File: src/pkg/ledcfg_pkg.sv
// Constants, types and helpers shared by the LED driver register bank.
package ledcfg_pkg;
  // Register offsets on the serial bus.
  localparam logic [7:0] ADDR_CHIP_ID   = 8'h03;
  localparam logic [7:0] ADDR_DC_LEVEL  = 8'h07;
  localparam logic [7:0] ADDR_DRV_CFG   = 8'h08;
  localparam logic [7:0] ADDR_CH_EN     = 8'h09;
  localparam logic [7:0] ADDR_STAGGER   = 8'h0A;
  // Reset values.
  localparam logic [7:0] RST_DC_LEVEL   = 8'hFF;
  localparam logic [7:0] RST_DRV_CFG    = 8'h1F;
  localparam logic [5:0] RST_CH_EN      = 6'h3F;
  localparam logic [7:0] RST_STAGGER    = 8'h00;
  // Field positions.
  localparam int         CFG_SHORT_BIT  = 0;
  localparam int         CFG_FSW_BIT    = 2;
  localparam int         CFG_DRIVE_LSB  = 3;
  localparam int         STG_EVEN_BIT   = 7;
  localparam int         NUM_CH         = 6;
  // Identification; both values are arbitrary.
  localparam logic [3:0] MAKER_CODE     = 4'h5;
  localparam logic [3:0] MAKER_NONE     = 4'hF;
  localparam logic [3:0] MAKER_RSV_LO   = 4'hA;
  localparam logic [3:0] MAKER_RSV_HI   = 4'hE;
  localparam logic [2:0] SILICON_REV    = 3'h0;
  // Seven-bit bus address of this device.
  localparam logic [6:0] SLAVE_ADDR     = 7'h2C;
  // Timing of the stagger engine.
  localparam longint     REF_CLK_HZ     = 25_000_000;
  localparam longint     DIRECT_REF_HZ  = 12_800_000;
  localparam logic [7:0] PROG_DIV       = 8'hFF;

  typedef enum {
    LEDCF_IDLE, LEDCF_ADDR, LEDCF_ADDR_ACK, LEDCF_CMD, LEDCF_CMD_ACK,
    LEDCF_WDATA, LEDCF_WDATA_ACK, LEDCF_RDATA, LEDCF_RDATA_ACK
  } ledcf_state_e;

  function automatic logic [2:0] ledcf_count(input logic [5:0] m);
    logic [2:0] n;
    n = 3'h0;
    for (int i = 0; i < NUM_CH; i++) begin
      n = n + {2'h0, m[i]};
    end
    return n;
  endfunction
endpackage

File: src/design/ledcfg_smb_slave.sv
// Byte engine for the serial register bus: write byte and read byte.
`timescale 1ns/1ps
`default_nettype none
module ledcfg_smb_slave
  import ledcfg_pkg::*;
(
  // Clock and reset.
  input  wire logic       ref_clk_i,
  input  wire logic       rst_b_i,
  // Bus pins.
  input  wire logic       scl_i,
  input  wire logic       sda_i,
  output logic            sda_oe_o,
  // Register side.
  output logic [7:0]      reg_ptr_o,
  output logic            wr_stb_o,
  output logic [7:0]      wr_data_o,
  input  wire logic [7:0] rd_data_i
);
  logic [2:0]   scl_sq;
  logic [2:0]   sda_sq;
  logic         scl_rise;
  logic         scl_fall;
  logic         bus_start;
  logic         bus_stop;
  ledcf_state_e state_q;
  logic [3:0]   cnt_q;
  logic [7:0]   shift_q;
  logic         rw_q;
  logic         ack_q;

  always_ff @(posedge ref_clk_i or negedge rst_b_i) begin
    if (!rst_b_i) begin
      scl_sq <= 3'h7;
      sda_sq <= 3'h7;
    end else begin
      scl_sq <= {scl_sq[1:0], scl_i};
      sda_sq <= {sda_sq[1:0], sda_i};
    end
  end

  assign scl_rise  = scl_sq[1] & ~scl_sq[2];
  assign scl_fall  = ~scl_sq[1] & scl_sq[2];
  assign bus_start = scl_sq[1] & scl_sq[2] & ~sda_sq[1] & sda_sq[2];
  assign bus_stop  = scl_sq[1] & scl_sq[2] & sda_sq[1] & ~sda_sq[2];

  always_ff @(posedge ref_clk_i or negedge rst_b_i) begin
    if (!rst_b_i) begin
      state_q   <= LEDCF_IDLE;
      cnt_q     <= 4'h0;
      shift_q   <= 8'h00;
      rw_q      <= 1'b0;
      ack_q     <= 1'b0;
      sda_oe_o  <= 1'b0;
      reg_ptr_o <= 8'h00;
      wr_stb_o  <= 1'b0;
      wr_data_o <= 8'h00;
    end else begin
      wr_stb_o <= 1'b0;
      if (bus_start) begin
        state_q  <= LEDCF_ADDR;
        cnt_q    <= 4'h0;
        sda_oe_o <= 1'b0;
      end else if (bus_stop) begin
        state_q  <= LEDCF_IDLE;
        sda_oe_o <= 1'b0;
      end else if (scl_rise) begin
        case (state_q)
          LEDCF_ADDR, LEDCF_CMD, LEDCF_WDATA: begin
            shift_q <= {shift_q[6:0], sda_sq[1]};
            cnt_q   <= cnt_q + 4'h1;
          end
          LEDCF_RDATA:     cnt_q <= cnt_q + 4'h1;
          LEDCF_RDATA_ACK: ack_q <= ~sda_sq[1];
          default: ;
        endcase
      end else if (scl_fall) begin
        case (state_q)
          LEDCF_ADDR: if (cnt_q == 4'h8) begin
            rw_q <= shift_q[0];
            if (shift_q[7:1] == SLAVE_ADDR) begin
              state_q  <= LEDCF_ADDR_ACK;
              sda_oe_o <= 1'b1;
            end else begin
              state_q <= LEDCF_IDLE;
            end
          end
          LEDCF_CMD: if (cnt_q == 4'h8) begin
            reg_ptr_o <= shift_q;
            state_q   <= LEDCF_CMD_ACK;
            sda_oe_o  <= 1'b1;
          end
          LEDCF_WDATA: if (cnt_q == 4'h8) begin
            wr_data_o <= shift_q;
            wr_stb_o  <= 1'b1;
            state_q   <= LEDCF_WDATA_ACK;
            sda_oe_o  <= 1'b1;
          end
          LEDCF_ADDR_ACK: begin
            cnt_q <= 4'h0;
            if (rw_q) begin
              shift_q  <= rd_data_i;
              sda_oe_o <= ~rd_data_i[7];
              state_q  <= LEDCF_RDATA;
            end else begin
              sda_oe_o <= 1'b0;
              state_q  <= LEDCF_CMD;
            end
          end
          LEDCF_CMD_ACK, LEDCF_WDATA_ACK: begin
            cnt_q    <= 4'h0;
            sda_oe_o <= 1'b0;
            state_q  <= LEDCF_WDATA;
          end
          LEDCF_RDATA: begin
            if (cnt_q == 4'h8) begin
              sda_oe_o <= 1'b0;
              state_q  <= LEDCF_RDATA_ACK;
            end else begin
              shift_q  <= {shift_q[6:0], 1'b0};
              sda_oe_o <= ~shift_q[6];
            end
          end
          LEDCF_RDATA_ACK: begin
            cnt_q <= 4'h0;
            if (ack_q) begin
              shift_q  <= rd_data_i;
              sda_oe_o <= ~rd_data_i[7];
              state_q  <= LEDCF_RDATA;
            end else begin
              state_q <= LEDCF_IDLE;
            end
          end
          default: ;
        endcase
      end
    end
  end
endmodule
`default_nettype wire

File: src/design/ledcfg_stagger.sv
// Per-channel PWM start staggering from the phase-control setting.
`timescale 1ns/1ps
`default_nettype none
module ledcfg_stagger
  import ledcfg_pkg::*;
(
  // Clock and reset.
  input  wire logic        ref_clk_i,
  input  wire logic        rst_b_i,
  // Settings.
  input  wire logic [5:0]  ch_on_i,
  input  wire logic        even_spread_i,
  input  wire logic [6:0]  stagger_amount_i,
  input  wire logic        direct_pwm_i,
  input  wire logic [15:0] pwm_period_i,
  // Results.
  output logic [15:0]      step_delay_o,
  output logic [5:0]       ch_start_o
);
  logic [15:0] pwm_cnt_q;
  logic [15:0] delay_d;
  logic [2:0]  n_on;
  logic [39:0] direct_t;
  logic [22:0] prog_t;

  assign n_on     = ledcf_count(ch_on_i);
  assign direct_t = 40'({33'h0, stagger_amount_i} * 40'(REF_CLK_HZ))
                    / 40'(DIRECT_REF_HZ);
  assign prog_t   = 23'({16'h0, stagger_amount_i} * {7'h0, pwm_period_i})
                    / 23'(PROG_DIV);

  always_comb begin
    if (direct_pwm_i) begin
      delay_d = direct_t[15:0];
    end else if (even_spread_i) begin
      delay_d = (n_on == 3'h0) ? 16'h0000
                : pwm_period_i / {13'h0, n_on};
    end else begin
      delay_d = prog_t[15:0];
    end
  end

  always_ff @(posedge ref_clk_i or negedge rst_b_i) begin
    if (!rst_b_i) begin
      pwm_cnt_q    <= 16'h0000;
      step_delay_o <= 16'h0000;
    end else begin
      step_delay_o <= delay_d;
      pwm_cnt_q    <= (pwm_cnt_q + 16'h1 >= pwm_period_i) ? 16'h0000
                      : pwm_cnt_q + 16'h1;
    end
  end

  // A slot beyond the period never matches; the host keeps the spread short.
  always_ff @(posedge ref_clk_i or negedge rst_b_i) begin
    if (!rst_b_i) begin
      ch_start_o <= 6'h00;
    end else begin
      for (int i = 0; i < NUM_CH; i++) begin
        ch_start_o[i] <= ch_on_i[i] && ({3'h0, pwm_cnt_q} ==
          19'(ledcf_count(ch_on_i & 6'((1 << i) - 1)) * step_delay_o));
      end
    end
  end
endmodule
`default_nettype wire

File: src/design/ledcfg_regs.sv
// Register bank of the six-channel LED driver, reached over the serial bus.
//
// Notes on behaviour
// - Write byte to 0x07 sets DC level.
// - DC code is linear, applied while running.
// - Read byte at 0x07 returns DC level.
// - DC level resets to full, 0xFF.
// - ID: top bit one, maker, revision; read-only.
// - Maker codes 10-14 reserved; 15 means none.
// - Two drive bits pick 25/50/75/100 percent.
// - Config bit 2: 1200 kHz or 600 kHz.
// - Config bit 0 enables string short detection.
// - Config resets to 0x1F, all bits writable.
// - Mask bit i enables channel i.
// - Mask read shows only enabled healthy channels.
// - Clear then set retries a faulted channel.
// - Mask resets with all six channels on.
// - Even spread: period divided by enabled count.
// - Else delay is setting times period over 255.
// - Phase control resets to zero delay.
// - DC code scales on-time current, zero to full.
// - Direct PWM: setting over reference frequency.
`timescale 1ns/1ps
`default_nettype none
module ledcfg_regs
  import ledcfg_pkg::*;
(
  // Clock and reset.
  input  wire logic        ref_clk_i,
  input  wire logic        rst_b_i,
  // Serial bus pins; SDA is open drain.
  input  wire logic        scl_i,
  input  wire logic        sda_i,
  output logic             sda_o,
  output logic             sda_oe_o,
  // Channel fault detectors and PWM context.
  input  wire logic [5:0]  ch_fault_i,
  input  wire logic        direct_pwm_i,
  input  wire logic [15:0] pwm_period_i,
  // Analog controls.
  output logic [7:0]       dc_level_code_o,
  output logic [1:0]       fet_drive_strength_o,
  output logic [6:0]       fet_drive_pct_o,
  output logic             switch_freq_select_o,
  output logic             short_detect_enable_o,
  // Channel controls.
  output logic [5:0]       ch_on_o,
  output logic [5:0]       ch_start_o
);
  ////////////////////////////////////////////////////////////////////////////
  logic [7:0]  dc_level_q;
  logic [7:0]  drv_cfg_q;
  logic [5:0]  ch_en_q;
  logic [7:0]  stagger_q;
  logic [5:0]  fault_q;
  logic [5:0]  fault_s1_q;
  logic [5:0]  fault_s2_q;
  logic [5:0]  fault_set;
  logic [5:0]  fault_clr;
  logic [7:0]  reg_ptr;
  logic        wr_stb;
  logic [7:0]  wr_data;
  logic [7:0]  rd_data;
  logic [3:0]  maker_field;
  logic [5:0]  health;
  logic        sda_drv_q;

  function automatic logic wr_hit(input logic       stb,
                                  input logic [7:0] ptr,
                                  input logic [7:0] addr);
    return stb && (ptr == addr);
  endfunction

  function automatic logic [6:0] drive_pct(input logic [1:0] code);
    case (code)
      2'h0:    return 7'd25;
      2'h1:    return 7'd50;
      2'h2:    return 7'd75;
      default: return 7'd100;
    endcase
  endfunction

  ////////////////////////////////////////////////////////////////////////////
  ledcfg_smb_slave u_slave (
    .ref_clk_i (ref_clk_i),
    .rst_b_i   (rst_b_i),
    .scl_i     (scl_i),
    .sda_i     (sda_i),
    .sda_oe_o  (sda_oe_o),
    .reg_ptr_o (reg_ptr),
    .wr_stb_o  (wr_stb),
    .wr_data_o (wr_data),
    .rd_data_i (rd_data)
  );

  // The open-drain pin only ever pulls low.
  always_ff @(posedge ref_clk_i or negedge rst_b_i) begin
    if (!rst_b_i) begin
      sda_drv_q <= 1'b0;
    end else begin
      sda_drv_q <= 1'b0;
    end
  end
  assign sda_o = sda_drv_q;

  ////////////////////////////////////////////////////////////////////////////
  always_ff @(posedge ref_clk_i or negedge rst_b_i) begin
    if (!rst_b_i) begin
      dc_level_q <= RST_DC_LEVEL;
    end else if (wr_hit(wr_stb, reg_ptr, ADDR_DC_LEVEL)) begin
      dc_level_q <= wr_data;
    end
  end

  always_ff @(posedge ref_clk_i or negedge rst_b_i) begin
    if (!rst_b_i) begin
      drv_cfg_q <= RST_DRV_CFG;
    end else if (wr_hit(wr_stb, reg_ptr, ADDR_DRV_CFG)) begin
      drv_cfg_q <= wr_data;
    end
  end

  always_ff @(posedge ref_clk_i or negedge rst_b_i) begin
    if (!rst_b_i) begin
      ch_en_q <= RST_CH_EN;
    end else if (wr_hit(wr_stb, reg_ptr, ADDR_CH_EN)) begin
      ch_en_q <= wr_data[5:0];
    end
  end

  always_ff @(posedge ref_clk_i or negedge rst_b_i) begin
    if (!rst_b_i) begin
      stagger_q <= RST_STAGGER;
    end else if (wr_hit(wr_stb, reg_ptr, ADDR_STAGGER)) begin
      stagger_q <= wr_data;
    end
  end

  ////////////////////////////////////////////////////////////////////////////
  // Fault inputs come from the analog sinks and are synchronised first.
  always_ff @(posedge ref_clk_i or negedge rst_b_i) begin
    if (!rst_b_i) begin
      fault_s1_q <= 6'h00;
      fault_s2_q <= 6'h00;
    end else begin
      fault_s1_q <= ch_fault_i;
      fault_s2_q <= fault_s1_q;
    end
  end

  // A latched fault is dropped only by writing the channel's bit to zero;
  // a fault seen in the same cycle still wins so nothing is missed.
  assign fault_set = fault_s2_q & ch_en_q;
  assign fault_clr = wr_hit(wr_stb, reg_ptr, ADDR_CH_EN) ?
                     ~wr_data[5:0] : 6'h00;

  always_ff @(posedge ref_clk_i or negedge rst_b_i) begin
    if (!rst_b_i) begin
      fault_q <= 6'h00;
    end else begin
      fault_q <= (fault_q & ~fault_clr) | fault_set;
    end
  end

  assign health = ch_en_q & ~fault_q;

  ////////////////////////////////////////////////////////////////////////////
  // A reserved maker code is never reported; it reads as not implemented.
  assign maker_field = (MAKER_CODE >= MAKER_RSV_LO &&
                        MAKER_CODE <= MAKER_RSV_HI) ? MAKER_NONE
                       : MAKER_CODE;

  always_comb begin
    case (reg_ptr)
      ADDR_CHIP_ID:  rd_data = {1'b1, maker_field, SILICON_REV};
      ADDR_DC_LEVEL: rd_data = dc_level_q;
      ADDR_DRV_CFG:  rd_data = drv_cfg_q;
      ADDR_CH_EN:    rd_data = {2'h0, health};
      ADDR_STAGGER:  rd_data = stagger_q;
      default:       rd_data = 8'h00;
    endcase
  end

  ////////////////////////////////////////////////////////////////////////////
  // Outputs are registered copies, so a new code takes effect on the fly.
  always_ff @(posedge ref_clk_i or negedge rst_b_i) begin
    if (!rst_b_i) begin
      dc_level_code_o       <= RST_DC_LEVEL;
      fet_drive_strength_o  <= RST_DRV_CFG[CFG_DRIVE_LSB +: 2];
      fet_drive_pct_o       <= 7'd100;
      switch_freq_select_o  <= RST_DRV_CFG[CFG_FSW_BIT];
      short_detect_enable_o <= RST_DRV_CFG[CFG_SHORT_BIT];
      ch_on_o               <= 6'h00;
    end else begin
      dc_level_code_o       <= dc_level_q;
      fet_drive_strength_o  <= drv_cfg_q[CFG_DRIVE_LSB +: 2];
      fet_drive_pct_o       <= drive_pct(drv_cfg_q[CFG_DRIVE_LSB +: 2]);
      switch_freq_select_o  <= drv_cfg_q[CFG_FSW_BIT];
      short_detect_enable_o <= drv_cfg_q[CFG_SHORT_BIT];
      ch_on_o               <= health;
    end
  end

  ledcfg_stagger u_stagger (
    .ref_clk_i        (ref_clk_i),
    .rst_b_i          (rst_b_i),
    .ch_on_i          (health),
    .even_spread_i    (stagger_q[STG_EVEN_BIT]),
    .stagger_amount_i (stagger_q[6:0]),
    .direct_pwm_i     (direct_pwm_i),
    .pwm_period_i     (pwm_period_i),
    .step_delay_o     (),
    .ch_start_o       (ch_start_o)
  );
endmodule
`default_nettype wire

File: config.mk
export PLATFORM = sky130hd
export DESIGN_NAME = ledcfg_regs
export DESIGN_NICKNAME = d
export VERILOG_FILES = /design/src/pkg/ledcfg_pkg.sv /design/src/design/ledcfg_smb_slave.sv /design/src/design/ledcfg_stagger.sv /design/src/design/ledcfg_regs.sv
export SDC_FILE = /design/constraint.sdc
export NUM_CORES = 1
export LEC_CHECK = 0
export BUFFER_PORTS_ARGS = -buffer_cell sky130_fd_sc_hd__buf_4
export CORE_ASPECT_RATIO = 2
export CORE_MARGIN = 1
export CORE_UTILIZATION = 65
export CTS_BUF_LIST = sky130_fd_sc_hd__clkbuf_8 sky130_fd_sc_hd__clkbuf_16
export DETAILED_ROUTE_END_ITERATION = 8
export PLACE_DENSITY = 0.82
export SYNTH_ARGS = -nofsm -noshare
export SYNTH_HDL_FRONTEND = slang
export SYNTH_SLANG_ARGS = --single-unit
File: constraint.sdc
create_clock -name ref_clk_i -period 36.9 [get_ports ref_clk_i]
set_clock_uncertainty 0.05 [all_clocks]
set_input_delay 9.225 -clock ref_clk_i [delete_from_list [all_inputs] [get_ports ref_clk_i]]
set_output_delay 9.225 -clock ref_clk_i [all_outputs]
set_load 0.03 [all_outputs]
Word level (Yosys, flattened, before mapping)
Index checks and enable logic that the tools add are counted.
W data, S select, Z words.
{ "word_totals": {"out_inout_bits": 33, "in_bits": 27, "elab_cells": 186, "regBits": 181} }
{ "op_classes": {"n_addsub": 7, "div": 3, "n_bitwise": 23, "n_reduce_logical": 33, "order_cmp": 1, "n_eq_ne": 36, "n_mux": 49, "mul": 7} }
{ "ops": {"columns": ["operator", "count"], "rows": [
  ["$mux W32", 8],
  ["$pmux W32 S7", 1],
  ["$eq A32 B3 Y1 const B", 4],
  ["$eq A16 B19 Y1", 5],
  ["$mul A3 B16 Y19", 4],
  ["$eq A32 B2 Y1 const B", 2],
  ["$mux W16", 4],
  ["$mux W8", 6],
  ["$div A32 B24 Y40 const B", 1],
  ["$pmux W8 S5", 1],
  ["$eq A32 B1 Y1 const B", 1],
  ["$eq A32 B4 Y1 const B", 1],
  ["$ne A4 B1 Y1 const B", 7],
  ["$mul A7 B19 Y26 const B", 1],
  ["$eq A8 B4 Y1 const B", 3],
  ["$mux W4", 6],
  ["$pmux W8 S3", 1],
  ["$div A23 B8 Y23 const B", 1],
  ["$mul A7 B16 Y23", 1],
  ["$pmux W7 S3", 1],
  ["$logic_not A19 Y1", 1],
  ["$and A6 B6 Y6", 3],
  ["$not A6 Y6", 3],
  ["$reduce_and A6 Y1", 3],
  ["other kinds (40)", 90]
]} }

Longest topological paths before layout
Gate-level depths: netlist (run 1).
{ "depth": {"word_depth": 11, "depth_mapped": 128, "depth_no_buf": 124} }

By module
A second synthesis (run 1) with hierarchy kept.
{ "hier_totals": {"cells_unflattened": 3657, "hier_area_um2": 29864.9} }
{ "by_module_without_submodules": {"columns": ["mod", "cells_per_inst", "n_inst", "seq_area_each_um2", "area_each_um2"], "rows": [
  ["ledcfg_stagger", 3264, 1, 950.9, 24755.0],
  ["ledcfg_regs", 198, 1, 1844.3, 2839.0],
  ["ledcfg_smb_slave", 195, 1, 1058.5, 2270.9]
]} }

Worst setup path after synthesis (run 1)
No wires, ideal clock.
{ "synth_timing": {"path_type": "input to register", "from": "in pwm_period_i[15]", "to": "reg u_stagger.step_delay_o[0]", "cell_stages": 114, "path_buffers": 3, "setup_slack_ns": 4.311, "t_arrival_ns": 32.410, "setup_time_ns": 0.129, "required_ns": 36.721, "path_cell_list": "ha_1 > a31oi_1 > nor2_1 > ha_1 > o21a_1 > or4b_1 > o31ai_1 > ha_1 > o21ai_0 > nand3_1 > and2_1 > ha_1 > o21a_1 > o21ai_1 > nand2b_1 > a21oi_1 > o21ai_0 > ha_1 > [78 not listed] > a21oi_1 > ha_1 > o21a_1 > o21ai_0 > nand2b_1 > nand2b_2 > nor3_2 > nand2_1 > nor2_1 > a21oi_1 > ha_1 > a21o_1 > a2111oi_0 > o2111ai_1 > a21oi_1 > nand4_1 > o32a_1 > o41a_1"} }
{ "synth_between": {"elab_chain_len": 4, "word_cells_on_any_way": 6, "cone_classes": "1 x mul; 2 x div; 3 x mux"} }
{ "synth_lines": {"columns": ["item", "line", "text"], "rows": [
  ["start, declared", "ledcfg_regs.sv:39", "input wire logic [15:0] pwm_period_i,"],
  ["$mul A7 B16 Y23 or $div A16 B3 Y16 (tied branches)", "ledcfg_stagger.sv:29, ledcfg_stagger.sv:37", null],
  ["$div A23 B8 Y23 or $mux W16 (tied branches)", "ledcfg_stagger.sv:30, ledcfg_stagger.sv:36", null],
  ["$mux W16 (*)", "ledcfg_stagger.sv:35", "end else if (even_spread_i) begin"],
  ["$mux W16 (*)", "ledcfg_stagger.sv:33", "if (direct_pwm_i) begin"],
  ["net u_stagger.delay_d[0]", "ledcfg_stagger.sv:21", "logic [15:0] delay_d;"],
  ["end signal, assigned", "ledcfg_stagger.sv:48", "step_delay_o <= delay_d;"],
  ["end, declared", "ledcfg_stagger.sv:17", "output logic [15:0] step_delay_o,"]
]} }
Mark *: on every way through the listed nets, which the timed path passes. The rest lies on a longest branch.
A chain may end at the register's enable or synchronous reset.

Worst setup path in the final report (run 1)
Same ends and word-level chain as after synthesis.

==> impl_metrics.ini, run 1 <==
[sta]
worst_pin_slew_ns = 1.32
setup_viol = 0
fmax_mhz = 28.5
fin_crit_sh_pct = 95.1
period_needed_ns = 35.08
finalMaxSlewViolations = 0
timing.final.ws_setup_ns = 1.82
hold_viol_final = 0
relSlewSlack_pct = 11.0
fin_tns_setup_ns = 0

[job]
timing.max_cap.violations = 0

[yosys]
seq_area_frac_synth_pct = 12.7
synth.area.top_cells = ha_1 10%, fa_1 9.7%, dfrtp_1 9.2%, xnor2_1 5.5%, and2_1 4.7%
synth_seq_cells = 152
synth_top_area_share_pct = 10.0
async_flop_share_pct = 100
synth-edff-count = 0
synthesis.nets = 4253
synthFlopType = dfrtp_1
synthCells = 3834
synth.distinct_cells = 133
syn_area_sq_um = 30400
yosysWarnings = 0
syn_avg_cell_area_sq_um = 7.94
yosysTopAreaCell = ha_1

[setup_path]
slowest_delay_ns = 0.57
path_common_cell = ha_1
critPathArrivalTime_ns = 35.38
worstSetupEndpointType = flip-flop
crit_buf_inv = 3
start_kind = primary input
critPathSlowestCell = or4b_1
cp.required_ns = 37.19
critical_path_class = primary input to flip-flop
path_delay_family = compound AO/OA/AOI/OAI gates
cp_max_fo = 11

[die]
row_count = 111
die_area_sq_um = 47700
chipHeight_um = 308
die_w_um = 155
core-area_sq_um = 46000
pin_count = 60
start_util_pct = 66.2

[route]
dr_total_vias = 30300
routed_wl_um = 97600
antenna_left = 0
via_per_inst = 6.85
drt_pass1_iterations = 8
drtIter0Drc = 1928
drc = 0
routedWlPerCell_um = 22.1

[global_routing]
grt_pass1_wl_um = 155000
track_usage_pct = 41.2
grt_pass1_vias = 30600
antenna_found_initial = 3
grt_max_degree = 81
gr-total-overflow = 0

[power_and_ir_drop]
switching_power_mw = 0.373
combinationalPowerShare_pct = 50.5
power.density_nw_per_um2 = 24.9
power_frac_seq_pct = 24.3
clkPwrFrac_pct = 25.3
p_int_mw = 0.422
leakage_nw = 14.5
vdd_drop_max_mv = 0.0367
p_sw_share_pct = 46.9

[layout]
post_route_cells_drive_above_1_share_pct = 10.2
regArea_sq_um = 3850
diodes = 0
multi_input_area_sq_um = 25300
final_area_sq_um = 32000
fillers = 3958
area_growth_pct = 5.03
final_nets = 4208

[placement]
place_ws_ns = 0.672
dpl-instance-area_sq_um = 31200
portBuffers = 58
place.gp.congestion = 1.00
place_hpwl_um = 76500

[status]
outcome = finished, final reports clean

[clock_network]
root_buffer = clkbuf_16
cts_hold_buf = 0
cts.htree.levels = 4
cts_tree = built
cts_made_buffers = 17
clk_pin_slew_ns = 0.09
clock-sinks = 152
cts_buffer_depth = 2
clock_latency_ns = 0.46

[hold_path]
hp-class = flip-flop to flip-flop
[routing by layer]
| layer | GRT usage, % | share of wire, % | up-vias |
|---|---|---|---|
| met2 | 74.0 | 50 | 1196 |
| met3 | 6.25 | 5.4 | 571 |
| met4 | 38.4 | 10 | 4 |
| met1 | 40.1 | 34 | 14500 |
| li1 | - | - | 14000 |
| met5 | 0 | 0.029 | - |
[state kept, by name, indices dropped and copies added (netlist names), 8 cells and up]
register,flops
dc_level_q,8
u_slave.wr_data_o,8
stagger_q,8
dc_level_code_o,8
u_slave.shift_q,8
u_stagger.pwm_cnt_q,16
drv_cfg_q,8
u_stagger.step_delay_o,16
u_slave.reg_ptr_o,8
[what timing repair did]
| item | 4_1_cts | 5_1_grt |
|---|---|---|
| setup buffers | 0 | 3 |
| gates resized for setup | 0 | 16 |
| setup endpoints to repair | 0 | 1 |
[power by group through the flow]
stage,Combinational (mW),Clock [mW],Sequential [mW]
floorplan,0.296,0,0.177
global placement,0.378,0,0.194
detailed placement,0.376,0,0.194
CTS,0.379,0.202,0.191
global route,0.436,0.206,0.193
finish,0.401,0.201,0.193
[Yosys cell counts (32+ instances only)]
cell type	n
a211oi_1	46
a21o_1	98
xor2_1	67
a21oi_1	208
xnor2_1	190
dfrtp_1	112
nor4_1	42
clkbuf_1	114
mux2i_1	42
dfstp_2	40
nand3_1	111
o21a_1	45
or2_2	37
nand4_1	45
mux2_2	66
o31ai_1	32
and2_1	228
fa_1	148
nor2_1	340
inv_1	181
and3_1	49
nor2b_1	47
nand2_1	288
nand2b_1	38
o211ai_1	49
ha_1	244
o21ai_0	174
a31oi_1	62
nor3_1	87
[worst register-to-register path, delay by kind of cell (launching register included)]
family / cells / cell delay (ns)
compound gates: 53 / 10.70
simple gates: 39 / 8.94
fa+ha+maj: 20 / 7.32
buf+inv: 4 / 1.65
mux: 5 / 1.50
flops: 1 / 0.55
xor+xnor: 1 / 0.49
[metrics by stage]
stage / utilization, % / hold slack (ns) / power, mW / std cells
floorplan: - / 0.281 / 0.473 / 3834
global placement: 67.9 / 0.282 / 0.573 / 4387
detailed placement: 67.9 / 0.289 / 0.570 / 4387
CTS: 69.3 / 0.296 / 0.772 / 4419
global route: 69.5 / 0.300 / 0.836 / 4423
finish: 69.5 / 0.297 / 0.794 / 4423
[final timing paths]
| kind | endpoint | cells after the start | startpoint | slack [ns] |
|---|---|---|---|---|
| setup / recovery | u_stagger.step_delay_o[0] | 115 | pwm_period_i[15] | 1.82 |
| hold / removal | fault_s2_q[1] | 0 | fault_s1_q[1] | 0.30 |
| setup reg to reg | u_stagger.step_delay_o[0] | 122 | ch_en_q[0] | 5.58 |
| hold reg to reg | fault_s2_q[1] | 0 | fault_s1_q[1] | 0.30 |
| max in group asynchronous | u_slave.wr_data_o[6] | 2 | rst_b_i | 26.55 |
| min in group asynchronous | u_stagger.ch_start_o[4] | 1 | rst_b_i | 8.74 |
[final cells by class]
type	instances	area share (%)
clock buffer	17	1.33
clock inverter	15	0.650
inverter	181	2.13
multi-input combinational	3345	79.2
sequential	152	12.1
tap	621	2.43
timing repair buffer	92	2.16
[placed cells by master, fill, tap and decap left out, types with 48 or more instances in the layout]
cell type / n
a31oi_1: 61
nor2_1: 340
and3_1: 48
nor3_1: 86
mux2_2: 66
o211ai_1: 49
xor2_1: 67
inv_1: 181
ha_1: 244
dfrtp_1: 112
a21oi_1: 206
nand2_1: 287
o21ai_0: 173
a21o_1: 98
nand3_1: 110
xnor2_1: 190
buf_4: 90
fa_1: 148
and2_1: 228
[kinds of logic (layout without fill, tap and decap cells)]
logic type / count (synthesis) / count (layout) / synth area share [%]
and+or+nand+nor: 1467 / 1467 / 25.5
AOI/OAI and AO/OA: 1108 / 1108 / 26.0
adders and majority gates: 397 / 397 / 19.9
buffers and inverters: 337 / 305 / 4.32
xor gates and xnor gates: 260 / 260 / 7.59
DFF: 152 / 152 / 12.7
muxes: 112 / 112 / 4.01
other: 1 / 1 / 0.0123
(Power assumes the default switching activity.)
==> run 2: changes to the inputs <==
--- a/config.mk
+++ b/config.mk
@@ -9,7 +9,7 @@
 export CORE_ASPECT_RATIO = 2
 export CORE_MARGIN = 1
 export CORE_UTILIZATION = 65
-export CTS_BUF_LIST = sky130_fd_sc_hd__clkbuf_8 sky130_fd_sc_hd__clkbuf_16
+export CTS_BUF_LIST = sky130_fd_sc_hd__clkbuf_2 sky130_fd_sc_hd__clkbuf_4 sky130_fd_sc_hd__clkbuf_8
 export DETAILED_ROUTE_END_ITERATION = 8
 export PLACE_DENSITY = 0.82
 export SYNTH_ARGS = -nofsm -noshare
==> impl_metrics.ini, run 2 (synthesis results as in run 1) <==
[status]
outcome = finished, final reports clean

[clock_network]
clock-sinks = 152
root_buffer = clkbuf_8
cts_buffer_depth = 2
cts.htree.levels = 4
clock_latency_ns = 0.51
cts_tree = built
clk_pin_slew_ns = 0.13
cts_hold_buf = 0
cts_made_buffers = 17

[layout]
final_nets = 4208
post_route_cells_drive_above_1_share_pct = 10.2
final_area_sq_um = 31800
fillers = 3994
diodes = 0
reg.largest.list = u_stagger.pwm_cnt_q: 16 flops, u_stagger.step_delay_o: 16 flops
regArea_sq_um = 3850
final_cell_mix = 340 x nor2_1, 288 x nand2_1, 244 x ha_1
multi_input_area_sq_um = 25300
final_cells = 4423
mostFrequentLayoutCell = nor2_1
area_growth_pct = 4.40
postLayoutCoreUtil_pct = 69.1

[setup_path]
cp.required_ns = 37.25
rrSetupSlack_ns = 5.53
path_common_cell = ha_1
cp_max_fo = 11
start_kind = primary input
worstSetupEndpointType = flip-flop
critPathArrivalTime_ns = 35.40
critPathSlowestCell = or4b_1
critical_path_class = primary input to flip-flop
slowest_delay_ns = 0.57

[die]
start_util_pct = 66.2
pin_count = 60
row_count = 111
core-area_sq_um = 46000
die_area_sq_um = 47700
die_w_um = 155
chipHeight_um = 308

[sta]
fin_crit_sh_pct = 95.0
finalMaxSlewViolations = 0
worst_pin_slew_ns = 1.26
fmax_mhz = 28.5
period_needed_ns = 35.05
fin_tns_setup_ns = 0
hold_viol_final = 0
timing.hold.ws_ns = 0.293
setup_viol = 0
relSlewSlack_pct = 14.9

[power_and_ir_drop]
vdd_drop_max_mv = 0.0266
leakage_nw = 14.4
power.density_nw_per_um2 = 23.5

[route]
routed_wl_um = 97500
via_per_inst = 6.84
drc = 0
antenna_left = 0
dr_total_vias = 30300
drtIter0Drc = 1771
drt_pass1_iterations = 6
routedWlPerCell_um = 22.0

[global_routing]
antenna_found_initial = 1
grt_max_degree = 81
grt_pass1_wl_um = 154000
grt_pass1_vias = 30500
gr-total-overflow = 0
track_usage_pct = 41.0

[placement]
place.gp.congestion = 1.00
dpl-instance-area_sq_um = 31200
dpl.cell_count = 4387
place_hpwl_um = 76500
portBuffers = 58

[hold_path]
hp-class = flip-flop to flip-flop

[job]
timing.max_cap.violations = 0
==> run 2: where the power goes <==
group	total (mW)	switching (mW)	internal [mW]
clock	0.155	0.0853	0.0700
sequential	0.193	0.0211	0.172
combinational	0.400	0.260	0.140
total	0.748	0.366	0.382
==> run 2: worst paths after layout <==
path | end | depth (start not counted) | start
worst max-delay path | u_stagger.step_delay_o[0] | 115 | pwm_period_i[15]
worst min-delay path | fault_s2_q[1] | 0 | fault_s1_q[1]
worst max register to register | u_stagger.step_delay_o[0] | 122 | ch_en_q[0]
worst min register to register | fault_s2_q[1] | 0 | fault_s1_q[1]
max in group asynchronous | u_slave.reg_ptr_o[4] | 2 | rst_b_i
min in group asynchronous | u_stagger.ch_start_o[4] | 1 | rst_b_i
==> run 2: area by class of cell <==
class | instances | area share, %
Clock inverter | 15 | 0.654
Multi-Input combinational cell | 3345 | 79.7
Inverter | 181 | 2.14
Timing Repair Buffer | 92 | 2.18
Sequential cell | 152 | 12.1
Tap cell | 621 | 2.45
Clock buffer | 17 | 0.737
==> run 2: timing repair <==
item	CTS	global route
setup buffers	0	3
gates resized for setup	0	15
endpoints found under the setup margin	0	1
==> run 2: critical path: cells and delay by family <==
kind | cells | cell delay [ns]
compound gates | 51 | 10.52
buf+inv | 4 | 0.55
mux | 6 | 1.87
simple gates | 38 | 8.36
fa+ha+maj | 16 | 4.85
==> run 2: layer usage <==
layer | up-vias | share of wire, % | track usage (%)
li1 | 14000 | - | -
met3 | 573 | 5.9 | 6.35
met2 | 1314 | 50 | 73.9
met5 | - | 0.013 | 0
met4 | 2 | 10 | 37.5
met1 | 14400 | 34 | 40.0
==> run 2: per-stage QoR <==
stage          power [mW]  setup WS, ns
2_1_floorplan       0.473          4.31
3_3_place_gp        0.573          1.03
3_5_place_dp        0.570         0.672
4_1_cts             0.725          1.05
5_1_grt             0.788       -0.0359
6_report            0.748          1.85
